## config.mk

```make
export PLATFORM = sky130hd
export DESIGN_NAME = tpsync_top
export DESIGN_NICKNAME = d
export VERILOG_FILES = /design/src/tpsync_pkg.sv /design/src/tpsync_phase.sv /design/src/tpsync_psc.sv /design/src/tpsync_top.sv
export VERILOG_INCLUDE_DIRS = /design/src
export SDC_FILE = /design/constraint.sdc
export NUM_CORES = 1
export LEC_CHECK = 0
export ABC_AREA = 1
export ABC_CLOCK_PERIOD_IN_PS = 3140
export BUFFER_PORTS_ARGS = -buffer_cell sky130_fd_sc_hd__buf_2
export CORE_MARGIN = 2
export CORE_UTILIZATION = 61
export CTS_CLUSTER_SIZE = 8
export DETAILED_ROUTE_END_ITERATION = 10
export PLACE_DENSITY = 0.94
export SYNTH_ARGS = -nofsm -noshare
export SYNTH_HDL_FRONTEND = slang
export SYNTH_SLANG_ARGS = --single-unit
```

## constraint.sdc

```tcl
create_clock -name mclk -period 3.14 [get_ports mclk]
set_input_delay 0.628 -clock mclk [delete_from_list [all_inputs] [get_ports mclk]]
set_output_delay 0.628 -clock mclk [all_outputs]
set_load 0.02 [all_outputs]
```

## src/tpsync_defs.svh

```systemverilog
// constants of the timer prescaler and external clock synchronizer
`ifndef TPSYNC_DEFS_SVH
`define TPSYNC_DEFS_SVH
`define TP_DATA_W     8
`define TP_ADDR_W     4
`define TP_PSC_W      8
`define TP_A_SETUP    4'h0
`define TP_A_COUNT    4'h1
`define TP_A_WDCLR    4'h2
`define TP_A_STAT     4'h3
`define TP_SETUP_RST  6'h3F
`define TP_ZERO8      8'h00
`define TP_ONE8       8'h01
`define TP_RATIO_ONE  3'h1
`define TP_RATIO_NONE 3'h0
`define TP_CLK_MHZ    125
`define TP_TOSC_NS    8
`define TP_INC_MIN_TOSC 3
`define TP_INC_MAX_TOSC 7
`endif

```

## src/tpsync_pkg.sv

```systemverilog
// types shared by the timer prescaler and synchronizer
`default_nettype none
`include "tpsync_defs.svh"
package tpsync_pkg;
  // instruction phases, gray coded
  typedef enum logic [1:0] {
    TPS_Q1 = 2'h0,
    TPS_Q2 = 2'h1,
    TPS_Q3 = 2'h3,
    TPS_Q4 = 2'h2
  } tpsync_phase_t;

  typedef struct packed {
    logic [`TP_ADDR_W-1:0] addr;
    logic [`TP_DATA_W-1:0] wdata;
    logic                  wr;
    logic                  rd;
  } tpsync_bus_t;

  typedef struct packed {
    logic       clk_src;
    logic       edge_sel;
    logic       assign_wd;
    logic [2:0] ratio;
  } tpsync_setup_t;

  typedef struct packed {
    tpsync_phase_t ph;
    logic          q2;
    logic          q4;
  } tpsync_ph_st_t;

  typedef struct packed {
    tpsync_setup_t         setup;
    logic [`TP_DATA_W-1:0] count;
    logic [`TP_DATA_W-1:0] wdt_base;
    logic                  sel;
    logic                  samp;
    logic                  samp_old;
    logic                  inc;
    logic                  wd_bit;
    logic                  wdt_to;
    logic                  wrap;
    logic [`TP_DATA_W-1:0] rdata;
  } tpsync_st_t;
endpackage : tpsync_pkg
`default_nettype wire

```

## src/tpsync_phase.sv

```systemverilog
// four-phase instruction cycle generator with Q2 and Q4 strobes
`default_nettype none
module tpsync_phase
  import tpsync_pkg::*;
(
  input  wire logic mclk,
  input  wire logic rst,
  output logic      q2,
  output logic      q4
);
  tpsync_ph_st_t st_q;
  tpsync_ph_st_t st_d;

  always_comb begin
    st_d = st_q;
    unique case (st_q.ph)
      TPS_Q1: st_d.ph = TPS_Q2;
      TPS_Q2: st_d.ph = TPS_Q3;
      TPS_Q3: st_d.ph = TPS_Q4;
      TPS_Q4: st_d.ph = TPS_Q1;
    endcase
    // strobes are registered so they stand exactly in their phase
    st_d.q2 = (st_d.ph == TPS_Q2);
    st_d.q4 = (st_d.ph == TPS_Q4);
  end

  always_ff @(posedge mclk) begin
    if (rst) begin
      st_q <= '{ph: TPS_Q1, q2: 1'b0, q4: 1'b0};
    end else begin
      st_q <= st_d;
    end
  end

  assign q2 = st_q.q2;
  assign q4 = st_q.q4;
endmodule : tpsync_phase
`default_nettype wire

```

## src/tpsync_psc.sv

```systemverilog
// shared prescaler counter, clear wins over count
`default_nettype none
`include "tpsync_defs.svh"
module tpsync_psc #(
  parameter int W = `TP_PSC_W
) (
  input  wire logic         mclk,
  input  wire logic         rst,
  input  wire logic         clr,
  input  wire logic         inc,
  output logic      [W-1:0] cnt
);
  logic [W-1:0] cnt_q;
  logic [W-1:0] cnt_d;

  always_comb begin
    cnt_d = cnt_q;
    if (clr) begin
      cnt_d = '0;
    end else if (inc) begin
      cnt_d = cnt_q + W'(1);
    end
  end

  always_ff @(posedge mclk) begin
    if (rst) begin
      cnt_q <= '0;
    end else begin
      cnt_q <= cnt_d;
    end
  end

  assign cnt = cnt_q;
endmodule : tpsync_psc
`default_nettype wire

```

## src/tpsync_top.sv

```systemverilog
// timer prescaler, watchdog postscaler and external clock synchronizer
//
// The address map and the strobed register port are this design's own decisions.
`default_nettype none
`include "tpsync_defs.svh"
module tpsync_top
  import tpsync_pkg::*;
(
  input  wire logic                  mclk,
  input  wire logic                  rst,
  input  wire tpsync_bus_t           bus,
  input  wire logic                  timer_ext_clock_pin,
  input  wire logic                  wdt_tick,
  output logic      [`TP_DATA_W-1:0] rdata,
  output logic      [`TP_DATA_W-1:0] timer_count,
  output logic                       wdt_timeout,
  output logic                       timer_wrap
);
  // ----------------------------------------------------------------
  // timing figures
  // ----------------------------------------------------------------
  localparam int CLK_NS  = 1000 / `TP_CLK_MHZ;
  localparam int INC_MIN =
    (`TP_INC_MIN_TOSC * `TP_TOSC_NS + CLK_NS - 1) / CLK_NS;
  localparam int INC_MAX = (`TP_INC_MAX_TOSC * `TP_TOSC_NS) / CLK_NS;
  localparam int WIN_LO  = 2;
  localparam int WIN_HI  = 5;

  tpsync_st_t            st_q;
  tpsync_st_t            st_d;
  logic                  q2;
  logic                  q4;
  logic [`TP_PSC_W-1:0]  psc_cnt;
  logic                  psc_clr;
  logic                  psc_inc;
  logic                  wr_setup;
  logic                  wr_count;
  logic                  wr_wdclr;
  logic                  sel_lvl;
  logic                  ext_evt;
  logic                  tmr_evt;
  logic                  wdt_ovf;
  logic                  sync_src;
  logic                  direct_inc;
  logic                  wd_bit;
  logic [`TP_PSC_W-1:0]  wd_mask;

  // ----------------------------------------------------------------
  // phase clocks and the shared counter
  // ----------------------------------------------------------------
  tpsync_phase u_phase (
    .mclk (mclk),
    .rst  (rst),
    .q2   (q2),
    .q4   (q4)
  );

  tpsync_psc #(
    .W (`TP_PSC_W)
  ) u_psc (
    .mclk (mclk),
    .rst  (rst),
    .clr  (psc_clr),
    .inc  (psc_inc),
    .cnt  (psc_cnt)
  );

  // ----------------------------------------------------------------
  // decode and event sources
  // ----------------------------------------------------------------
  assign wr_setup = bus.wr && (bus.addr == `TP_A_SETUP);
  assign wr_count = bus.wr && (bus.addr == `TP_A_COUNT);
  assign wr_wdclr = bus.wr && (bus.addr == `TP_A_WDCLR);

  // inverting by the select makes the chosen edge a rising one
  assign sel_lvl = timer_ext_clock_pin ^ st_q.setup.edge_sel;
  assign ext_evt = sel_lvl && !st_q.sel;
  assign tmr_evt = st_q.setup.clk_src ? ext_evt : q4;
  assign wdt_ovf = wdt_tick && (st_q.wdt_base == '1);

  // the counter has a single owner at any time
  assign psc_inc = st_q.setup.assign_wd ? wdt_ovf : tmr_evt;
  assign psc_clr = (wr_count && !st_q.setup.assign_wd)
                || (wr_wdclr && st_q.setup.assign_wd);

  // bit n toggles every 2^n events: divide by 2^(n+1), 50% duty
  always_comb begin
    if (!st_q.setup.assign_wd) begin
      sync_src = psc_cnt[st_q.setup.ratio];
    end else begin
      sync_src = st_q.setup.clk_src && sel_lvl;
    end
  end

  // internal clock without prescaler counts each instruction cycle
  assign direct_inc = st_q.setup.assign_wd && !st_q.setup.clk_src && q4;

  // time-out on the overflow that completes 2^n of them since the clear;
  // a bit edge would fire half way or on the clear itself
  assign wd_mask = ~({`TP_PSC_W{1'b1}} << st_q.setup.ratio);
  assign wd_bit  = wdt_ovf && (&(psc_cnt | ~wd_mask));

  // ----------------------------------------------------------------
  // next state
  // ----------------------------------------------------------------
  always_comb begin
    st_d       = st_q;
    st_d.rdata = `TP_ZERO8;
    st_d.wrap  = 1'b0;
    st_d.sel   = sel_lvl;

    // setup may be rewritten at any time, no reset needed
    if (wr_setup) begin
      st_d.setup = bus.wdata[5:0];
    end

    // two looks per instruction cycle
    if (q2 || q4) begin
      st_d.samp = sync_src;
    end
    st_d.samp_old = st_q.samp;
    // extra stage keeps the edge-to-count delay inside the window
    st_d.inc = (st_q.samp && !st_q.samp_old) || direct_inc;

    if (wr_count) begin
      st_d.count = bus.wdata;
    end else if (st_q.inc) begin
      st_d.count = st_q.count + `TP_ONE8;
      st_d.wrap  = (st_q.count == '1);
    end

    if (wr_wdclr) begin
      st_d.wdt_base = `TP_ZERO8;
    end else if (wdt_tick) begin
      st_d.wdt_base = st_q.wdt_base + `TP_ONE8;
    end

    // watchdog postscaler: 2^n overflows per time-out
    st_d.wd_bit = wd_bit;
    if (!st_q.setup.assign_wd) begin
      st_d.wdt_to = wdt_ovf;
    end else if (st_q.setup.ratio == `TP_RATIO_NONE) begin
      st_d.wdt_to = wdt_ovf;
    end else begin
      st_d.wdt_to = wd_bit;
    end

    // the prescaler itself has no address
    if (bus.rd) begin
      unique case (bus.addr)
        `TP_A_SETUP: st_d.rdata = {2'h0, st_q.setup};
        `TP_A_COUNT: st_d.rdata = st_q.count;
        `TP_A_STAT:  st_d.rdata = {6'h00, st_q.setup.assign_wd,
                                   st_q.samp};
        default:     st_d.rdata = `TP_ZERO8;
      endcase
    end
  end

  // ----------------------------------------------------------------
  // state register
  // ----------------------------------------------------------------
  always_ff @(posedge mclk) begin
    if (rst) begin
      st_q          <= '0;
      st_q.setup    <= `TP_SETUP_RST;
    end else begin
      st_q <= st_d;
    end
  end

  assign rdata       = st_q.rdata;
  assign timer_count = st_q.count;
  assign wdt_timeout = st_q.wdt_to;
  assign timer_wrap  = st_q.wrap;
endmodule : tpsync_top
`default_nettype wire

```

==> results of run 1 <==
==> power breakdown <==
part | switching (uW) | internal (uW)
Combinational | 57.2 | 29.7
Clock | 203 | 236
Sequential | 11.5 | 621
==> worst paths after layout <==
check	endpoint	slack, ns	cells after the start
worst max-delay path	timer_count[2]$_SDFFE_PP0P_	1.51	9
worst max register to register	u_psc.cnt[7]$_SDFFE_PP0P_	1.78	8
worst min-delay path	st_q[11]$_SDFF_PP0_	0.42	1
worst min register to register	st_q[11]$_SDFF_PP0_	0.42	1
==> worst reg2reg max path: stages, from the launching register on <==
cell	delay, ns
dfxtp_1	0.36
ha_1	0.19
nand2_2	0.07
nor2_4	0.11
nand4_2	0.11
nand2_4	0.15
nand2_4	0.10
nand2_1	0.08
a21oi_1	0.06
==> cell families after synthesis <==
group	Yosys count	share of synthesized area (%)
compound gates	58	12.7
xor+xnor	7	2.43
fa+ha+maj	3	1.49
buf+inv	72	13.9
flops	48	38.1
simple gates	165	31.3
==> layout make-up <==
cell class	count	share of cell area (%)
Clock buffer	6	2.68
Clock inverter	2	1.29
Inverter	51	7.16
Multi-Input combinational cell	233	44.6
Sequential cell	48	35.5
Tap cell	50	2.31
Timing Repair Buffer	35	6.47
==> flip-flops by register name (all words and copies together) (netlist names), 2 cells and up <==
name	flops
u_phase.st_q	2
st_q	17
u_psc.cnt	8
rdata	8
timer_count	8
==> routing by layer <==
metal | share of wire [%] | GRT usage [%] | vias up
met4 | 3.9 | 13.8 | 0
li1 | - | - | 1163
met5 | 0 | 0 | -
met3 | 6.0 | 5.59 | 22
met2 | 50 | 46.6 | 94
met1 | 40 | 30.7 | 1075
==> metrics by stage <==
stage          utilization (%)  setup slack (ns)  std cells  cell area, um^2
2_1_floorplan                -              1.69        353             2520
3_3_place_gp              65.0              1.28        417             2600
3_5_place_dp              65.0              1.22        417             2600
4_1_cts                   67.7              1.53        425             2710
5_1_grt                   67.7              1.40        425             2710
6_report                  67.7              1.51        425             2710
==> cells in the mapped netlist, types with 3 or more instances <==
library cell  number
nand4_1            8
dfxtp_1           48
o21ai_0           18
nor2_1            30
nor2_4             4
o22ai_1            3
nor3_1             7
inv_1             48
xor2_1             6
buf_4             16
nand2_1           78
nand3_1           23
buf_2              3
ha_1               3
a21oi_1           28
==> metrics, run 1 <==
required time of the critical path 3.34 ns; Total GRT Usage 26.8%; largest net degree at the start of global routing 16; crit path cell chain buf_2, nor2_4, nand3_2, nand2_1, inv_1, o21ai_0, nand3_1, nand2_1, inv_1; DP HPWL 4160 um; Post-CTS Resized 0; top-area cell type share of the netlist area 38.1%; mapped cell area 0.00252 mm^2; power density over the cells 428 mW/mm^2; Synth Register Bits 48; Worst-Skew Late Latency 0.30 ns; final setup vio count 0; CP max FO 12; YS warnings 0; Nets 395; unrepaired setup endpoints after global routing no; Hold Crit Class flip-flop to flip-flop; Max Transition Viols Final 0; f_max 613 MHz; most frequent cells in the layout nand2_1 (78), inv_1 (48), dfxtp_1 (48); commonest non-fill, non-tap cell in the layout nand2_1; post-CTS setup buffer count 0; DR iter-0 viols 202; DIE WIDTH 68.3 um; clk_skew 0.00685 ns; status completed; final worst path period share 52.0%; die area 0.00466 mm^2; Arrival @ worst endpoint 1.84 ns; CP max stage delay 0.31 ns; CTS buffer count 5; final hold vios 0; Syn Area/Cell 7.14 um^2; 1st-pass router iterations 5; Syn Nets 374; WL/cell 13.0 um; cell taking the most area after synthesis dfxtp_1; CP startpoint bus[13]; antenna viol nets, final 0; clock sink count 48; DIE HEIGHT 68.3 um; initial antenna violation count 0; number of synthesized flops with an enable pin 0; I/O pin cnt 36; family with the most delay on the worst path simple AND/OR/NAND/NOR gates; Post-synth top flop dfxtp_1; sequential standard cell area 961 um^2; P&R area growth vs syn 7.44%; max-cap viol count 0; PortBufs 35; start point of the worst hold path st_q[12]$_SDFF_PP0_; synth top area cells dfxtp_1 (38%), nand2_1 (12%), inv_1 (7.1%), a21oi_1 (5.6%), buf_4 (4.8%); CP Capture Type flip-flop; Rows 23; WS Path Type input pin to flip-flop; diode count 0; Clock transition at path regs 0.09 ns; core region area 0.00400 mm^2; Pleak 0.00119 uW; setup TNS 0 ns; post-route DRC violation count 0; Unique masters post-synth 35; slowest cell on the critical path nand3_2; first-pass GRT wire length 9420 um; via count 2354; CTS tree done; Reg-to-Reg Start st_q[15]$_SDFFE_PP0P_; layout cells sized above 1 16.5%; Multi-input gate area 0.00121 mm^2; Hold Slack 0.419 ns; Fillers 341; relative slew slack 70.7%; Synth async-reset ratio 0%; CP Buf/Inv Count 3; Seq/Total Area, Yosys 38.1%; Syn Inst Count 353; clock tree buffer depth 2; CP startpoint kind input pin; Design Power 1160 uW; initial cell density of the core 63.0%; slew at the pin closest to its max-slew limit 0.439 ns; Routed WL 5520 um; hold_buf cts 0; vias in the first global route 2176; clock root buffer clkbuf_8; RePlAce Congestion 0.916; vias per cell 5.54; maximum VDD drop 0.250 mV; grt total ovfl 0; post-layout min period 1.63 ns; H-Tree Depth 2
No activity file was read; power rests on OpenSTA's default activity.
==> run 2, diff against run 1 <==
ABC_CLOCK_PERIOD_IN_PS = 1700   (was 3140)
CORE_UTILIZATION = 57   (was 61)
PLACE_DENSITY = 0.89   (was 0.94)
clock period = 1.7 ns   (was 3.14 ns; I/O delays follow)
==> run 2 against run 1 <==
Design area up 1.4%. Non-clock buffer count grew 3. Setup slack lost 1.2 ns. Global-route usage fell by 3.3 points. Largest power group unchanged. Highest routed layer unchanged.
==> metrics, run 2 (synthesis results as in run 1) <==
status completed; crit path cell chain ha_1, nand2_2, nor2_4, inv_1, nor2_2, nand4_1, a21oi_1; I/O pin cnt 36; vias per cell 5.37; relative slew slack 69.5%; post-layout min period 1.38 ns; CP startpoint st_q[15]$_SDFFE_PP0P_; clock root buffer clkbuf_8; clk_skew 0.0114 ns; PortBufs 35; largest net degree at the start of global routing 16; Rows 24; CP startpoint kind flip-flop; CTS tree done; Top reg by flops st_q; maximum VDD drop 0.547 mV; Final WS setup 0.320 ns; required time of the critical path 1.93 ns; family with the most delay on the worst path simple AND/OR/NAND/NOR gates; unrepaired setup endpoints after global routing no; reg-to-reg slack, setup 0.32 ns; clock sink count 48; dpl ws 0.237 ns; max-cap viol count 0; Largest register FFs 17; Post-CTS Resized 0; Hold Crit Class input pin to flip-flop; commonest non-fill, non-tap cell in the layout nand2_1; CP Buf/Inv Count 1; final hold vios 0; Arrival @ worst endpoint 1.61 ns; CTS buffer count 5; die area 0.00497 mm^2; Nets 398; initial cell density of the core 58.7%; layout cells sized above 1 17.5%; CP Capture Type flip-flop; CP Capture Point wdt_timeout$_SDFF_PP0_; Non-Filler Instances 430; vias in the first global route 2180; CP max stage delay 0.37 ns; DR iter-0 viols 126; slew at the pin closest to its max-slew limit 0.457 ns; WL/cell 12.4 um; Worst path depth 7; DP HPWL 4050 um; grt total ovfl 0; Worst-Skew Late Latency 0.31 ns; Placed Instances 422; via count 2309; Pleak 0.00121 uW; post-route DRC violation count 0; CP max FO 4; core region area 0.00429 mm^2; H-Tree Depth 2; initial antenna violation count 0; most frequent cells in the layout nand2_1 (78), inv_1 (48), dfxtp_1 (48); 1st-pass router iterations 4; Routed WL 5330 um; final worst path period share 81.2%; WS Path Type flip-flop to flip-flop; Total GRT Usage 23.5%; Fillers 366; Worst R2R End wdt_timeout$_SDFF_PP0_; slowest cell on the critical path dfxtp_1; post-CTS setup buffer count 0; clock tree buffer depth 2; first-pass GRT wire length 9270 um; diode count 0; RePlAce Congestion 0.909; Clock transition at path regs 0.09 ns; f_max 725 MHz; Reg-to-Reg Start st_q[15]$_SDFFE_PP0P_; Design Power 2200 uW; hold_buf cts 0; final setup vio count 0; Max Transition Viols Final 0; power density over the cells 801 mW/mm^2; DIE HEIGHT 70.5 um; DIE WIDTH 70.5 um; P&R area growth vs syn 8.98%; worst r2r path cells 7; antenna viol nets, final 0; setup TNS 0 ns
## run 2: changes by cell type in the layout (fill, tap and decap cells not counted)
cell / previous run / this run
clkbuf_8: 5 / 6
clkinv_2: 1 / 0
clkinv_4: 0 / 1
clkbuf_1: 1 / 0
buf_4: 0 / 3
## run 2: tightest hold or removal path, stage by stage
cell and delay (ns):
buf_2 0.09, a21oi_1 0.05, o21ai_0 0.06
## run 2: worst min-delay path by stage
stage | startpoint | to | cells after the start
after floorplan | st_q[12]$_SDFF_PP0_ | st_q[11]$_SDFF_PP0_ | 1
after global placement | st_q[12]$_SDFF_PP0_ | st_q[11]$_SDFF_PP0_ | 1
after detailed placement | st_q[12]$_SDFF_PP0_ | st_q[11]$_SDFF_PP0_ | 1
after CTS | bus[6] | st_q[35]$_SDFFE_PP1P_ | 3
after global routing | bus[6] | st_q[35]$_SDFFE_PP1P_ | 3
final | bus[6] | st_q[35]$_SDFFE_PP1P_ | 3
## run 2: layout make-up
cell class	instances	area [um^2]	area share (%)
multi-input combinational	233	1210	44.0
sequential	48	961	35.0
timing repair buffer	38	198	7.19
inverter	51	194	7.06
clock buffer	6	82.6	3.01
tap	52	65.1	2.37
clock inverter	2	38.8	1.41
## run 2: metrics by stage
| step | hold WS (ns) | utilization [%] | area, um^2 |
|---|---|---|---|
| floorplan | 0.399 | - | 2520 |
| finish | 0.260 | 64.0 | 2750 |
| detailed placement | 0.428 | 61.2 | 2630 |
| global placement | 0.412 | 61.2 | 2630 |
| CTS | 0.260 | 64.0 | 2750 |
| global route | 0.286 | 64.0 | 2750 |
## run 2: report_power, final
part / leakage (uW) / switching [uW] / internal [uW]
Clock: 0.0000614 / 388 / 481
Sequential: 0.000389 / 20.8 / 1150
Combinational: 0.000757 / 105 / 57.2
Total: 0.00121 / 514 / 1690
## run 2: layer usage
layer | track usage [%] | wire (um) | vias up
met3 | 6.20 | 358 | 14
met2 | 41.5 | 2600 | 82
li1 | - | - | 1169
met5 | 0 | 0 | -
met1 | 26.3 | 2200 | 1044
met4 | 10.7 | 174 | 0
==> run 3, diff against run 2 <==
ABC_AREA = 0   (was 1)
ABC_CLOCK_PERIOD_IN_PS = 1400   (was 1700)
CORE_UTILIZATION = 55   (was 57)
PLACE_DENSITY = 0.88   (was 0.89)
clock period = 1.4 ns   (was 1.7 ns; I/O delays follow)
==> run 3 against run 2 <==
The flow now finishes with violations (negative setup slack). Critical path depth fell by 1. First-iteration DRC count rose by 1.6%. Core utilization is 4.4 points higher. Clock-buffer cell count up 1. Synthesized cell count shrank 29%. Largest power group unchanged. Highest routed layer unchanged.
==> metrics, run 3 <==
Non-Filler Instances 350; CP startpoint kind flip-flop; slowest cell on the critical path dfxtp_2; crit path cell chain ha_4, nand4_1, o21ai_4, nand4_1, xor2_1, nor2_1; post-route DRC violation count 0; Final WS setup -0.115 ns; Unique masters post-synth 38; Fillers 278; largest net degree at the start of global routing 18; max-cap viol count 0; status finished with violations; DR iter-0 viols 128; top-area cell type share of the netlist area 42.9%; clock tree buffer depth 2; diode count 0; Max Transition Viols Final 0; final hold vios 0; Area after DPL 0.00251 mm^2; PortBufs 35; 1st-pass router iterations 4; Syn Area/Cell 8.96 um^2; WL/cell 14.7 um; final setup vio count 8; antenna viol nets, final 0; Multi-input gate area 0.00115 mm^2; DIE WIDTH 67.8 um; CP Capture Type flip-flop; relative slew slack 75.9%; hold path cells 3; Nets 320; initial cell density of the core 56.4%; Worst path most repeated cell nand4_1; layout cells sized above 1 31.7%; RePlAce Congestion 0.841; reg-to-reg slack, setup -0.11 ns; core region area 0.00397 mm^2; clock root buffer clkbuf_8; Largest register FFs 17; YS warnings 0; I/O pin cnt 36; Synth async-reset ratio 0%; Hold Crit Class input pin to flip-flop; mapped cell area 0.00224 mm^2; f_max 660 MHz; post-layout min period 1.51 ns; H-Tree Depth 2; DP HPWL 3510 um; family with the most delay on the worst path simple AND/OR/NAND/NOR gates; failing checks negative setup slack; slew at the pin closest to its max-slew limit 0.361 ns; DIE HEIGHT 67.8 um; first-pass GRT wire length 8090 um; unrepaired setup endpoints after global routing yes; vias per cell 5.51; sequential standard cell area 980 um^2; initial antenna violation count 0; commonest non-fill, non-tap cell in the layout nor2_1; cell taking the most area after synthesis dfxtp_1; Rows 23; die area 0.00460 mm^2; via count 1928; required time of the critical path 1.59 ns; clock sink count 48; Pleak 0.00117 uW; final instance area 0.00272 mm^2; Total GRT Usage 23.8%; worst r2r path cells 6; vias in the first global route 1780; Top reg by flops st_q; CTS buffer count 5; Worst path depth 6; Placed Instances 337; WS Path Type flip-flop to flip-flop; synth top area cells dfxtp_1 (43%), xor2_1 (7.0%), nor2_1 (6.7%), buf_4 (5.7%), mux2i_1 (4.5%); final worst path period share 108%; Synth top cells by count dfxtp_1 (48), nor2_1 (40), nand2_1 (18), xor2_1 (18), buf_4 (17); grt total ovfl 0; Arrival @ worst endpoint 1.71 ns; Seq/Total Area, Yosys 42.9%; clk_skew 0.0106 ns; CP max stage delay 0.36 ns; most frequent cells in the layout nor2_1 (40), dfxtp_1 (37), buf_2 (35); most common cell in the synthesized netlist dfxtp_1; CP max FO 8; Clock transition at path regs 0.09 ns; CTS tree done; maximum VDD drop 0.371 mV; Syn Nets 271; P&R area growth vs syn 21.3%; Synth Register Bits 48; number of synthesized flops with an enable pin 0; Syn Inst Count 250; Post-synth top flop dfxtp_1; hold_buf cts 0; Worst-Skew Late Latency 0.31 ns; power density over the cells 928 mW/mm^2; Routed WL 5160 um; CP Buf/Inv Count 0
==> run 3: cell type report <==
type                            instances  area share [%]
Tap cell                               50            2.30
Timing Repair Buffer                   65            14.9
Sequential cell                        48            36.1
Multi-Input combinational cell        172            42.3
Inverter                                7           0.967
Clock inverter                          1           0.276
Clock buffer                            7            3.18
==> run 3: metrics by stage <==
stage / worst slack [ns] / hold slack, ns / power (uW) / setup TNS (ns) / util, %
global route: -0.239 / 0.257 / 2600 / -1.50 / 68.4
CTS: -0.0269 / 0.215 / 2530 / -0.0269 / 67.3
finish: -0.115 / 0.223 / 2520 / -0.535 / 68.4
floorplan: 0.0189 / 0.389 / 1600 / 0 / -
detailed placement: -0.114 / 0.406 / 1690 / -0.737 / 63.3
global placement: -0.0220 / 0.397 / 1680 / -0.0485 / 63.3
==> run 3: tightest hold or removal path, cell delays in order <==
cell	delay (ns)
buf_2	0.10
nand2_1	0.05
o211ai_1	0.07
==> run 3: worst paths after layout <==
check / from / to
worst max-delay path: st_q[16]$_SDFFE_PP0P_ / u_psc.cnt[4]$_SDFFE_PP0P_
worst min-delay path: bus[5] / st_q[34]$_SDFFE_PP1P_
worst max register to register: st_q[16]$_SDFFE_PP0P_ / u_psc.cnt[4]$_SDFFE_PP0P_
worst min register to register: u_phase.st_q[2]$_SDFF_PP0_ / u_phase.q2$_SDFF_PP0_
==> run 3: cells by family after synthesis <==
group,count (synthesis),synth area share (%)
compound gates,32,10.7
mux,11,5.47
fa+ha+maj,3,1.68
buf+inv,30,8.10
xor+xnor,22,8.60
simple gates,104,22.6
flops,48,42.9
==> run 3: timing repair <==
action,4_1_cts,5_1_grt
gates resized for setup,7,14
endpoints found under the setup margin,9,14
pin swaps,5,7
buffers inserted,4,1
==> run 3: report_power, final <==
part	switching, uW	internal (uW)	total (uW)	leakage, uW
combinational	127	112	240	0.000737
clock	448	401	850	0.0000445
sequential	34.2	1400	1430	0.000392
==> run 3: layer usage <==
| metal | vias to the layer above | share of wire [%] | track usage (%) | wire [um] |
|---|---|---|---|---|
| met5 | - | 0 | 0 | 0 |
| met4 | 0 | 3.5 | 11.0 | 181 |
| met3 | 22 | 6.0 | 5.10 | 312 |
| met2 | 78 | 48 | 39.3 | 2450 |
| met1 | 882 | 43 | 29.6 | 2210 |
| li1 | 946 | - | - | - |
